--- src/design/epi_pkg.sv ---
// Package with register map, field positions and types for the pin interrupts.
package epi_pkg;
  localparam logic [7:0] EPI_OFS_MASK_LO = 8'h12;
  localparam logic [7:0] EPI_OFS_MICRO_CTRL = 8'h35;
  localparam logic [7:0] EPI_OFS_GIRQ_MASK = 8'h3B;
  localparam logic [7:0] EPI_OFS_GIRQ_FLAGS = 8'h3A;
  localparam logic [7:0] EPI_OFS_MASK_HI = 8'h20;
  localparam logic [7:0] EPI_RST_BYTE = 8'h00;
  localparam int EPI_BIT_EXT = 6;
  localparam int EPI_BIT_HI = 5;
  localparam int EPI_BIT_LO = 4;
  localparam logic [7:0] EPI_GIRQ_USED = 8'h70;
  localparam logic [7:0] EPI_MASK_HI_USED = 8'h0F;
  localparam logic [1:0] EPI_SENSE_RST = 2'h0;
  localparam logic [5:0] EPI_MICRO_OTHER_RST = 6'h00;
  localparam logic [15:0] EPI_VEC_EXT = 16'h0001;
  localparam logic [15:0] EPI_VEC_LO = 16'h0002;
  localparam logic [15:0] EPI_VEC_HI = 16'h0003;
  localparam logic [15:0] EPI_VEC_NONE = 16'h0000;
  localparam int EPI_SYNC_STAGES = 2;

  typedef enum logic [1:0] {
    EPI_SENSE_LOW = 2'b00,
    EPI_SENSE_ANY = 2'b01,
    EPI_SENSE_FALL = 2'b10,
    EPI_SENSE_RISE = 2'b11
  } epi_sense_t;

  typedef struct packed {
    logic [7:0] addr;
    logic [7:0] wdata;
    logic wr;
    logic rd;
  } epi_bus_req_t;

  typedef struct packed {
    logic ext;
    logic hi;
    logic lo;
  } epi_ack_t;
endpackage

--- src/design/epi_change_det.sv ---
// Asynchronous pin-change latch with synchronized output for one group.
`timescale 1ns/1ps
module epi_change_det #(
  parameter int N = 8
) (
  input wire logic clk_in,
  input wire logic nrst_in,
  input wire logic [N-1:0] pins_in,
  input wire logic [N-1:0] mask_in,
  input wire logic clr_in,
  output logic any_out,
  output logic wake_out
);
  import epi_pkg::*;
  logic [N-1:0] ref_reg;
  logic [N-1:0] diff;
  logic sync1_reg;
  logic sync2_reg;
  logic sync3_reg;

  // A masked difference against the last seen level is a pure gate path,
  // so it shows a change even with the clock stopped.
  genvar g;
  generate
    for (g = 0; g < N; g++) begin : g_bit
      assign diff[g] = mask_in[g] & (pins_in[g] ^ ref_reg[g]);
    end
  endgenerate

  assign wake_out = |diff;

  always_ff @(posedge clk_in) begin
    if (!nrst_in) begin
      ref_reg <= '0;
    end else begin
      ref_reg <= pins_in;
    end
  end

  always_ff @(posedge clk_in) begin
    if (!nrst_in) begin
      sync1_reg <= 1'b0;
      sync2_reg <= 1'b0;
      sync3_reg <= 1'b0;
    end else begin
      sync1_reg <= wake_out;
      sync2_reg <= sync1_reg;
      sync3_reg <= sync2_reg;
    end
  end

  // One pulse per detected change window.
  assign any_out = sync2_reg & ~sync3_reg & ~clr_in;
endmodule

--- src/design/epi_top.sv ---
// External pin and pin-change interrupt logic with its register file.
//
// Overview of operation
// - Pins raise requests regardless of their direction; inputs are raw levels.
// - Group low requests when any unmasked change input 7..0 toggles.
// - Group high requests when any unmasked change input 11..8 toggles.
// - Change detection has a combinational wake path needing no clock.
// - Sense field picks low level, any change, falling or rising edge.
// - Low level with enable keeps requesting while the pin stays low.
// - Edge detection runs on the clock and stops when it stops.
// - Low-level detection has a combinational wake path needing no clock.
// - Level gone before wake-up means wake but no request afterwards.
// - Pin is sampled before edge detection; pulses over a period count.
// - Mask bit 6 with global flag gates the pin request to its vector.
// - Mask bit 5 with global flag gates group high to its vector.
// - Mask bit 4 with global flag gates group low to its vector.
// - Pin trigger sets flag bit 6; acknowledge or writing one clears it.
// - In level mode the pin flag reads as zero always.
// - Group high change sets flag bit 5; acknowledge or one clears.
// - Group low change sets flag bit 4; acknowledge or one clears.
// - Reserved bits of mask, flag and high mask registers read zero.
// - High mask bits 3..0 enable inputs 11..8 together with group enable.
// - Low mask bits 7..0 enable inputs 7..0 together with group enable.
// - Vectors are 0x0001 for the pin, 0x0002 low group, 0x0003 high.
`timescale 1ns/1ps
module epi_top (
  input wire logic MCLK_IN,
  input wire logic NRST_IN,
  input wire epi_pkg::epi_bus_req_t BUS_IN,
  output logic [7:0] RDATA_OUT,
  input wire logic GLOBAL_IE_IN,
  input wire epi_pkg::epi_ack_t ACK_IN,
  input wire logic EXT_IRQ_PIN_IN,
  input wire logic [11:0] CHANGE_INPUTS_IN,
  output logic IRQ_REQ_OUT,
  output logic [15:0] IRQ_VECTOR_OUT,
  output logic WAKE_OUT,
  output logic [5:0] MICRO_OTHER_OUT
);
  import epi_pkg::*;

  logic [7:0] change_mask_lo_reg;
  logic [3:0] change_mask_hi_reg;
  logic [1:0] sense_reg;
  logic [5:0] micro_other_reg;
  logic ext_en_reg;
  logic change_hi_en_reg;
  logic change_lo_en_reg;
  logic ext_irq_flag_reg;
  logic change_hi_flag_reg;
  logic change_lo_flag_reg;
  logic [7:0] rdata_reg;
  logic [7:0] rdata_next;
  logic [EPI_SYNC_STAGES-1:0] pin_sync_reg;
  logic pin_prev_reg;
  logic pin_s;
  logic ext_edge;
  logic ext_level;
  logic lo_change;
  logic hi_change;
  logic lo_wake;
  logic hi_wake;
  logic wr_flags;
  logic level_mode;
  logic ext_req;
  logic hi_req;
  logic lo_req;
  logic [7:0] mask_lo_eff;
  logic [3:0] mask_hi_eff;
  epi_sense_t sense;

  assign sense = epi_sense_t'(sense_reg);
  assign level_mode = (sense == EPI_SENSE_LOW);
  assign wr_flags = BUS_IN.wr && (BUS_IN.addr == EPI_OFS_GIRQ_FLAGS);
  assign MICRO_OTHER_OUT = micro_other_reg;

  // Register writes.
  always_ff @(posedge MCLK_IN) begin
    if (!NRST_IN) begin
      change_mask_lo_reg <= EPI_RST_BYTE;
      change_mask_hi_reg <= EPI_RST_BYTE[3:0];
      sense_reg <= EPI_SENSE_RST;
      micro_other_reg <= EPI_MICRO_OTHER_RST;
      ext_en_reg <= 1'b0;
      change_hi_en_reg <= 1'b0;
      change_lo_en_reg <= 1'b0;
    end else if (BUS_IN.wr) begin
      unique case (BUS_IN.addr)
        EPI_OFS_MASK_LO: change_mask_lo_reg <= BUS_IN.wdata;
        EPI_OFS_MASK_HI: change_mask_hi_reg <= BUS_IN.wdata[3:0];
        EPI_OFS_MICRO_CTRL: begin
          sense_reg <= BUS_IN.wdata[1:0];
          micro_other_reg <= BUS_IN.wdata[7:2];
        end
        EPI_OFS_GIRQ_MASK: begin
          ext_en_reg <= BUS_IN.wdata[EPI_BIT_EXT];
          change_hi_en_reg <= BUS_IN.wdata[EPI_BIT_HI];
          change_lo_en_reg <= BUS_IN.wdata[EPI_BIT_LO];
        end
        default: begin
        end
      endcase
    end
  end

  // Read mux; unmapped addresses and reserved bits read as zero.
  always_comb begin
    rdata_next = 8'h00;
    unique case (BUS_IN.addr)
      EPI_OFS_MASK_LO: rdata_next = change_mask_lo_reg;
      EPI_OFS_MASK_HI: rdata_next = {4'h0, change_mask_hi_reg};
      EPI_OFS_MICRO_CTRL: rdata_next = {micro_other_reg, sense_reg};
      EPI_OFS_GIRQ_MASK: begin
        rdata_next[EPI_BIT_EXT] = ext_en_reg;
        rdata_next[EPI_BIT_HI] = change_hi_en_reg;
        rdata_next[EPI_BIT_LO] = change_lo_en_reg;
      end
      EPI_OFS_GIRQ_FLAGS: begin
        rdata_next[EPI_BIT_EXT] = ext_irq_flag_reg & ~level_mode;
        rdata_next[EPI_BIT_HI] = change_hi_flag_reg;
        rdata_next[EPI_BIT_LO] = change_lo_flag_reg;
      end
      default: rdata_next = 8'h00;
    endcase
  end

  always_ff @(posedge MCLK_IN) begin
    if (!NRST_IN) begin
      rdata_reg <= 8'h00;
    end else begin
      rdata_reg <= BUS_IN.rd ? (rdata_next & 8'hFF) : 8'h00;
    end
  end
  assign RDATA_OUT = rdata_reg;

  // Pin is sampled by a two-stage synchronizer before edges are compared.
  always_ff @(posedge MCLK_IN) begin
    if (!NRST_IN) begin
      pin_sync_reg <= '1;
      pin_prev_reg <= 1'b1;
    end else begin
      pin_sync_reg <= {pin_sync_reg[0], EXT_IRQ_PIN_IN};
      pin_prev_reg <= pin_sync_reg[1];
    end
  end
  assign pin_s = pin_sync_reg[1];

  always_comb begin
    ext_edge = 1'b0;
    unique case (sense)
      EPI_SENSE_LOW: ext_edge = 1'b0;
      EPI_SENSE_ANY: ext_edge = pin_s ^ pin_prev_reg;
      EPI_SENSE_FALL: ext_edge = pin_prev_reg & ~pin_s;
      EPI_SENSE_RISE: ext_edge = ~pin_prev_reg & pin_s;
    endcase
  end

  // Level request follows the synchronized pin, so it ends once the pin is
  // released and no request is left behind.
  assign ext_level = level_mode & ~pin_s;

  assign mask_lo_eff = change_mask_lo_reg & {8{change_lo_en_reg}};
  assign mask_hi_eff = change_mask_hi_reg & {4{change_hi_en_reg}};

  epi_change_det #(.N(8)) u_lo (
    .clk_in(MCLK_IN),
    .nrst_in(NRST_IN),
    .pins_in(CHANGE_INPUTS_IN[7:0]),
    .mask_in(mask_lo_eff),
    .clr_in(1'b0),
    .any_out(lo_change),
    .wake_out(lo_wake)
  );

  epi_change_det #(.N(4)) u_hi (
    .clk_in(MCLK_IN),
    .nrst_in(NRST_IN),
    .pins_in(CHANGE_INPUTS_IN[11:8]),
    .mask_in(mask_hi_eff),
    .clr_in(1'b0),
    .any_out(hi_change),
    .wake_out(hi_wake)
  );

  // Clockless wake path for level and pin-change sources.
  assign WAKE_OUT = lo_wake | hi_wake
    | (ext_en_reg & level_mode & ~EXT_IRQ_PIN_IN);

  // Flags: a set in the same cycle as a clear wins.
  always_ff @(posedge MCLK_IN) begin
    if (!NRST_IN) begin
      ext_irq_flag_reg <= 1'b0;
    end else if (ext_edge) begin
      ext_irq_flag_reg <= 1'b1;
    end else if (level_mode || ACK_IN.ext ||
                 (wr_flags && BUS_IN.wdata[EPI_BIT_EXT])) begin
      ext_irq_flag_reg <= 1'b0;
    end
  end

  always_ff @(posedge MCLK_IN) begin
    if (!NRST_IN) begin
      change_hi_flag_reg <= 1'b0;
    end else if (hi_change) begin
      change_hi_flag_reg <= 1'b1;
    end else if (ACK_IN.hi || (wr_flags && BUS_IN.wdata[EPI_BIT_HI])) begin
      change_hi_flag_reg <= 1'b0;
    end
  end

  always_ff @(posedge MCLK_IN) begin
    if (!NRST_IN) begin
      change_lo_flag_reg <= 1'b0;
    end else if (lo_change) begin
      change_lo_flag_reg <= 1'b1;
    end else if (ACK_IN.lo || (wr_flags && BUS_IN.wdata[EPI_BIT_LO])) begin
      change_lo_flag_reg <= 1'b0;
    end
  end

  assign ext_req = GLOBAL_IE_IN & ext_en_reg
    & (ext_irq_flag_reg | ext_level);
  assign hi_req = GLOBAL_IE_IN & change_hi_en_reg
    & change_hi_flag_reg;
  assign lo_req = GLOBAL_IE_IN & change_lo_en_reg
    & change_lo_flag_reg;
  assign IRQ_REQ_OUT = ext_req | hi_req | lo_req;

  // Fixed priority by vector number.
  always_comb begin
    if (ext_req) begin
      IRQ_VECTOR_OUT = EPI_VEC_EXT;
    end else if (lo_req) begin
      IRQ_VECTOR_OUT = EPI_VEC_LO;
    end else if (hi_req) begin
      IRQ_VECTOR_OUT = EPI_VEC_HI;
    end else begin
      IRQ_VECTOR_OUT = EPI_VEC_NONE;
    end
  end

  // The core holds a low level until its instruction completes; the level
  // request needs no latch here for that reason.

  property p_flag_set;
    @(posedge MCLK_IN) disable iff (!NRST_IN)
      ext_edge |=> ext_irq_flag_reg;
  endproperty
  a_flag_set: assert property (p_flag_set)
    else $error("pin flag not set after edge");

  property p_level_reads_zero;
    @(posedge MCLK_IN) disable iff (!NRST_IN)
      (BUS_IN.rd && BUS_IN.addr == EPI_OFS_GIRQ_FLAGS && level_mode)
        |=> !RDATA_OUT[EPI_BIT_EXT];
  endproperty
  a_level_reads_zero: assert property (p_level_reads_zero)
    else $error("pin flag visible in level mode");

  property p_reserved_zero;
    @(posedge MCLK_IN) disable iff (!NRST_IN)
      (BUS_IN.rd && (BUS_IN.addr == EPI_OFS_GIRQ_FLAGS ||
       BUS_IN.addr == EPI_OFS_GIRQ_MASK))
        |=> ((RDATA_OUT & ~EPI_GIRQ_USED) == 8'h00);
  endproperty
  a_reserved_zero: assert property (p_reserved_zero)
    else $error("reserved bit read as one");

  property p_fall_edge;
    @(posedge MCLK_IN) disable iff (!NRST_IN)
      (sense == EPI_SENSE_FALL && $fell(pin_s) && !wr_flags && !ACK_IN.ext)
        |=> ext_irq_flag_reg;
  endproperty
  a_fall_edge: assert property (p_fall_edge)
    else $error("falling edge missed");

  property p_level_req;
    @(posedge MCLK_IN) disable iff (!NRST_IN)
      (GLOBAL_IE_IN && ext_en_reg && level_mode && !pin_s)
        |-> IRQ_REQ_OUT && IRQ_VECTOR_OUT == EPI_VEC_EXT;
  endproperty
  a_level_req: assert property (p_level_req)
    else $error("level request missing");

  property p_gate_global;
    @(posedge MCLK_IN) disable iff (!NRST_IN)
      !GLOBAL_IE_IN |-> !IRQ_REQ_OUT;
  endproperty
  a_gate_global: assert property (p_gate_global)
    else $error("request without global enable");

  property p_lo_change;
    @(posedge MCLK_IN) disable iff (!NRST_IN)
      lo_wake |-> ##[1:3] change_lo_flag_reg;
  endproperty
  a_lo_change: assert property (p_lo_change)
    else $error("low group change lost");

  property p_hi_clear;
    @(posedge MCLK_IN) disable iff (!NRST_IN)
      (ACK_IN.hi && !hi_change) |=> !change_hi_flag_reg;
  endproperty
  a_hi_clear: assert property (p_hi_clear)
    else $error("high flag not cleared");

  property p_lo_mask;
    @(posedge MCLK_IN) disable iff (!NRST_IN)
      !change_lo_en_reg |-> !lo_wake;
  endproperty
  a_lo_mask: assert property (p_lo_mask)
    else $error("disabled low group woke");

  property p_hi_change;
    @(posedge MCLK_IN) disable iff (!NRST_IN)
      hi_wake |-> ##[1:3] change_hi_flag_reg;
  endproperty
  a_hi_change: assert property (p_hi_change)
    else $error("high group change lost");

  property p_lo_clear;
    @(posedge MCLK_IN) disable iff (!NRST_IN)
      (ACK_IN.lo && !lo_change) |=> !change_lo_flag_reg;
  endproperty
  a_lo_clear: assert property (p_lo_clear)
    else $error("low flag not cleared");

  property p_rise_edge;
    @(posedge MCLK_IN) disable iff (!NRST_IN)
      (sense == EPI_SENSE_RISE && $rose(pin_s)) |=> ext_irq_flag_reg;
  endproperty
  a_rise_edge: assert property (p_rise_edge)
    else $error("rising edge missed");

  property p_lo_vec;
    @(posedge MCLK_IN) disable iff (!NRST_IN)
      (lo_req && !ext_req) |-> IRQ_VECTOR_OUT == EPI_VEC_LO;
  endproperty
  a_lo_vec: assert property (p_lo_vec)
    else $error("low group vector wrong");

  c_ext_vec: cover property (@(posedge MCLK_IN) IRQ_VECTOR_OUT == EPI_VEC_EXT);
  c_lo_vec: cover property (@(posedge MCLK_IN) IRQ_VECTOR_OUT == EPI_VEC_LO);
  c_hi_vec: cover property (@(posedge MCLK_IN) IRQ_VECTOR_OUT == EPI_VEC_HI);
  c_rise: cover property (@(posedge MCLK_IN)
    sense == EPI_SENSE_RISE && ext_edge);
endmodule

--- config.mk ---
export PLATFORM = sky130hd
export DESIGN_NAME = epi_top
export DESIGN_NICKNAME = d
export VERILOG_FILES = /design/src/design/epi_pkg.sv /design/src/design/epi_change_det.sv /design/src/design/epi_top.sv
export SDC_FILE = /design/constraint.sdc
export NUM_CORES = 1
export LEC_CHECK = 0
export ABC_AREA = 1
export BUFFER_PORTS_ARGS = -buffer_cell sky130_fd_sc_hd__buf_2
export CAP_MARGIN = 20
export CELL_PAD_IN_SITES_DETAIL_PLACEMENT = 1
export CELL_PAD_IN_SITES_GLOBAL_PLACEMENT = 2
export CORE_MARGIN = 4
export CORE_UTILIZATION = 30
export CTS_CLUSTER_DIAMETER = 50
export DETAILED_ROUTE_END_ITERATION = 10
export GPL_TIMING_DRIVEN = 0
export PLACE_DENSITY = 0.9
export SYNTH_ARGS = -nofsm -noshare
export SYNTH_HDL_FRONTEND = slang
export SYNTH_SLANG_ARGS = --single-unit
--- constraint.sdc ---
create_clock -name MCLK_IN -period 2.14 [get_ports MCLK_IN]
set_input_delay 0.107 -clock MCLK_IN [delete_from_list [all_inputs] [get_ports MCLK_IN]]
set_output_delay 0.107 -clock MCLK_IN [all_outputs]
set_load 0.01 [all_outputs]
Word level (Yosys, flattened, before mapping). Cells that the tools add are included.

Bits in registers: 55. Latch bits: 0. RAM bits: 0. Memory bits (read-only): 0. Output and inout port bits: 32. Logic and storage cells: 113. Memories kept: 0.

Add/sub/neg operators: 0. Multiply operators: 0. Divide/modulo/power cells: 0. Magnitude comparators: 0. Eq/ne operators: 8. Shift operators: 0. Mux-type cells: 13. Bitwise operators: 52. Reductions and logical operators: 19.

Operators by type and width (number): $eq 8x6->1 const B (4); $and 1x1->1 (26); $xor 1x1->1 (13); $pmux 3 s4 (1); $pmux 4 s3 (1); $reduce_and 2->1 (5); $and 8x8->8 (1); $eq 8x5->1 const B (1); $reduce_or 8->1 (1); $mux 1 (6); $mux 2 (3); $not 1->1 (6); $reduce_bool 2->1 (3); $or 1x1->1 (5); $and 4x4->4 (1); $eq 2x2->1 const B (2); $logic_and 1x1->1 (4); $logic_or 1x1->1 (4); $pmux 1 s4 (1); $reduce_or 4->1 (1); $eq 2x1->1 const B (1); $logic_not 2->1 (1); $pmux 1 s2 (1).

Depth between registers and ports, before layout.
Depth in word-level cells: 6. Mapped depth: 9.

Hierarchy. A second synthesis with hierarchy kept.

Cells, all modules: 419. Area total of the unflattened synthesis: 2741.4 um2.

Modules (own cells, without submodules): epi_top (instances 1, cells an instance 291, area each 1943.1 um2, sequential area each 740.7 um2); epi_change_det at u_lo (instances 1, cells an instance 82, area each 503.0 um2, sequential area each 220.2 um2); epi_change_det at u_hi (instances 1, cells an instance 46, area each 295.3 um2, sequential area each 140.1 um2).

Worst setup path after synthesis. Ideal clock, no wire load.

Path kind: register to output. From: register u_hi.ref_reg[2]. To: output WAKE_OUT. Arrival time: 0.947 ns. Data required time: 2.033 ns. Setup slack: 1.086 ns. Stages on the path, launching flop included: 6. Cells stage by stage: dfxtp_1 or2_2 nand3_1 nand2_1 nor3_1 nand2_1.

Word-level cells in the longest chain between the ends: 5.

Ends and longest elaborated chain: from (decl) (line epi_change_det.sv:15) `logic [N-1:0] ref_reg;`; from (signal assigned) (line epi_change_det.sv:36) `ref_reg <= pins_in;`; $xor 1x1->1 (line epi_change_det.sv:26) `assign diff[g] = mask_in[g] & (pins_in[g] ^ ref_reg[g]);`; $and 1x1->1 (line epi_change_det.sv:26); $reduce_or 4->1 (line epi_change_det.sv:30) `assign wake_out = |diff;`; $or 1x1->1 (line epi_top.sv:186) `assign WAKE_OUT = lo_wake | hi_wake`; $or 1x1->1 (line epi_top.sv:187) `| (ext_en_reg & level_mode & ~EXT_IRQ_PIN_IN);`; to (decl) (line epi_top.sv:37) `output logic WAKE_OUT,`.

No other way between the ends.

Final worst setup path.
From: input CHANGE_INPUTS_IN[10]. To: output WAKE_OUT.

Word-level cells in the longest chain between the ends: 5.

Ends and longest elaborated chain: from (decl) (line epi_top.sv:34) `input wire logic [11:0] CHANGE_INPUTS_IN,`; $xor 1x1->1 (line epi_change_det.sv:26); $and 1x1->1 (line epi_change_det.sv:26); $reduce_or 4->1 (line epi_change_det.sv:30); $or 1x1->1 (line epi_top.sv:186); $or 1x1->1 (line epi_top.sv:187).

No other way between the ends.

==> flow_metrics.py <==
metrics = {
    "sta": {
        "worst_pin_slew_ps": 636,
        "period_share_pct": 81.2,
        "fin_crit_ps": 1740,
        "hold_viol": 0,
        "fin_skew_ps": 13.6,
        "slew_violations": 0,
        "max_freq_mhz": 575,
        "maxSlewHeadroom_pct": 57.6,
        "setup_violations": 0,
        "rsz0062_at_grt": "false",
        "setup_tns_ps": 0,
    },
    "floorplanning": {
        "die_w_um": 104,
        "die_area_um2": 10800,
        "io_pins": 69,
        "start_util_pct": 31.2,
        "fp.dieH_um": 104,
        "core_area_um2": 8810,
        "rows": 34,
    },
    "setup_path": {
        "cp_max_fo": 3,
        "critPathKind": "primary input to output pin",
        "slowest_delay_ps": 520,
        "crit_buf_inv": 3,
        "critPathCaptureType": "output pin",
        "cpLargestDelayFamily": "buffers and inverters",
        "start_kind": "primary input",
        "cp.arrival_ps": 1630,
        "critPathSlowestCell": "dlygate4sd3_1",
        "cp.required_ps": 2030,
        "cp_cell_sequence": "dlygate4sd3_1 -> buf_2 -> or2_2 -> nand3_1 -> nand2_1 -> nor3_1 -> nand2_1 -> buf_2",
    },
    "synthesis": {
        "syn_avg_cell_area_um2": 6.64,
        "synthSimpleGateAreaFrac_pct": 36.5,
        "synth_xor_area_share_pct": 0,
        "ys_warn_count": 0,
        "synth_top_area_share_pct": 40.1,
        "async_reset_ff_share_pct": 0,
        "synth_mux_area_share_pct": 0,
        "ys_seq_area_share_pct": 40.1,
        "synth_compound_area_share_pct": 7.15,
        "netlist_area_um2": 2750,
        "ys_seq_elements": 55,
        "syn_inst": 414,
        "post_synth_num_cell_types": 28,
        "synth_fa_ha_area_share_pct": 0.911,
        "yosys_most_used_dff": "dfxtp_1",
        "synth_edf_count": 0,
        "synthTopCellsByArea": "dfxtp_1, nand2_1, inv_1",
        "yosysTopAreaCell": "dfxtp_1",
        "synth_top_family_by_area": "simple AND/OR/NAND/NOR gates",
    },
    "global_routing": {
        "grt_max_degree": 17,
        "overflow": 0,
        "grt_first_pass_wirelength_um": 13500,
        "grt_usage_pct": 15.5,
        "antenna_found_initial": 0,
        "grt_pass1_vias": 2759,
    },
    "run_status": {
        "run_status": "finished, final reports clean",
    },
    "route": {
        "drtIter0Drc": 77,
        "vias": 2703,
        "postRouteWirelength_um": 8200,
        "firstDrtPassIters": 4,
        "avgViaCountPerCell": 4.50,
        "wl_per_cell_um": 13.6,
        "drc": 0,
        "postRouteAntennaNets": 0,
    },
    "clock_tree": {
        "tritoncts": "yes",
        "cts_resized": 0,
        "clock_latency_ps": 310,
        "cts_buffer_depth": 2,
        "clkSlewWorstSetupHoldPaths_ps": 100,
        "cts_buffers": 5,
        "cts.sinks": 55,
        "post_cts_buffers": 0,
        "cts-hold-fix-buffers": 5,
        "htreeDepth": 2,
        "root_buffer": "clkbuf_8",
    },
    "place": {
        "place_inst": 588,
        "port_buffers": 53,
        "hpwl_um": 6640,
        "place.gp.congestion": 0.813,
    },
    "layout": {
        "syn_to_final_growth_pct": 21.6,
        "drive_above_1_share_pct": 21.1,
        "final_cells": 601,
        "diodes": 0,
        "nets": 531,
        "nFillCells": 1206,
    },
    "power": {
        "power.density_nw_per_um2": 555,
        "switchingPower_mw": 0.471,
        "p_leak_nw": 1.76,
        "irDropWorstVdd_uv": 397,
        "seqPwrFrac_pct": 56.4,
        "p_int_mw": 1.38,
        "combPwrFrac_pct": 10.2,
        "switching_share_pct": 25.4,
        "clock_power_share_pct": 33.4,
    },
    "worst_hold_path": {
        "hp-class": "primary input to flip-flop",
    },
    "job": {
        "drv_cap": 0,
    },
}
==> per-layer routing <==
metal | track usage, % | vias to the layer above | share of wire [%]
met5 | 0 | - | 0
met4 | 2.56 | 0 | 0.56
met3 | 2.99 | 5 | 4.6
met2 | 27.7 | 53 | 50
met1 | 19.6 | 1260 | 44
li1 | - | 1385 | -
==> synth_stat cells, types with 3 or more instances <==
cell type / n
or2_2: 5
nor2_2: 8
nand2_2: 4
nand4_1: 8
clkbuf_1: 3
buf_4: 14
nand2_1: 121
nor3_1: 9
nor2_1: 54
nand3_1: 14
o21ai_1: 6
a21oi_1: 16
buf_2: 3
inv_1: 63
dfxtp_1: 55
o21ai_0: 16
==> cell usage in the layout, fill, tap and decap left out, types with 2 or more instances in the layout <==
cell type,count
a21oi_1,16
or2_2,5
clkbuf_1,4
nand2_1,121
o21ai_1,6
dfxtp_1,55
ha_1,2
inv_2,2
conb_1,14
buf_2,56
o21ai_0,16
clkinv_4,2
nor2_1,54
nor2_2,8
inv_1,63
buf_4,14
clkbuf_8,6
dlygate4sd3_1,5
nand3_1,14
nand4_1,8
nand3_4,2
nand2_2,4
nor3_1,9
==> final timing paths <==
path / start / end / slack (ps) / cells after the start
min reg2reg: u_lo.sync3_reg$_SDFF_PN0_ / change_lo_flag_reg$_SDFFE_PN0P_ / 420 / 1
min: CHANGE_INPUTS_IN[7] / u_lo.ref_reg[7]$_SDFF_PN0_ / 3 / 3
max: CHANGE_INPUTS_IN[10] / WAKE_OUT / 400 / 8
max reg2reg: change_lo_en_reg$_SDFFE_PN0P_ / u_lo.sync1_reg$_SDFF_PN0_ / 950 / 7
==> power groups by stage <==
stage	Clock (mW)	Combinational, mW	Sequential [mW]
2_1_floorplan	0	0.106	1.07
3_3_place_gp	0	0.176	1.07
3_5_place_dp	0	0.183	1.07
4_1_cts	0.645	0.191	1.05
5_1_grt	0.673	0.215	1.05
6_report	0.620	0.189	1.05
==> logic make-up (layout without fill, tap and decap cells) <==
kind of cell               count (synthesis)  after routing
DFF                                       55             55
buffers and inverters                     89            155
AOI/OAI and AO/OA                         39             39
adders and majority gates                  2              2
other                                      1             14
and+or+nand+nor                          228            228
==> worst min-delay path: cells and delay by family <==
kind                   cells  cell delay (ps)
buffers and inverters      2              140
and+or+nand+nor            1               50
==> cell type report <==
type	instances	area [um^2]	area share, %
Buffer	21	143	4.27
Clock buffer	7	86.3	2.58
Inverter	68	277	8.27
Sequential cell	55	1100	32.9
Tap cell	108	135	4.04
Multi-Input combinational cell	283	1280	38.2
Timing Repair Buffer	58	315	9.43
Clock inverter	1	8.76	0.262
==> metrics by stage <==
step           setup slack, ps  hold WS, ps  power, mW  util (%)  cell area (um^2)
2_1_floorplan             1090          200       1.17         -              2800
3_3_place_gp               798          308       1.24      36.3              3200
3_5_place_dp               778          310       1.25      36.3              3200
4_1_cts                    352         1.51       1.88      38.0              3340
5_1_grt                    296         8.62       1.94      38.0              3340
6_report                   402         3.43       1.85      38.0              3340
Power figures use the tool's default switching activity.
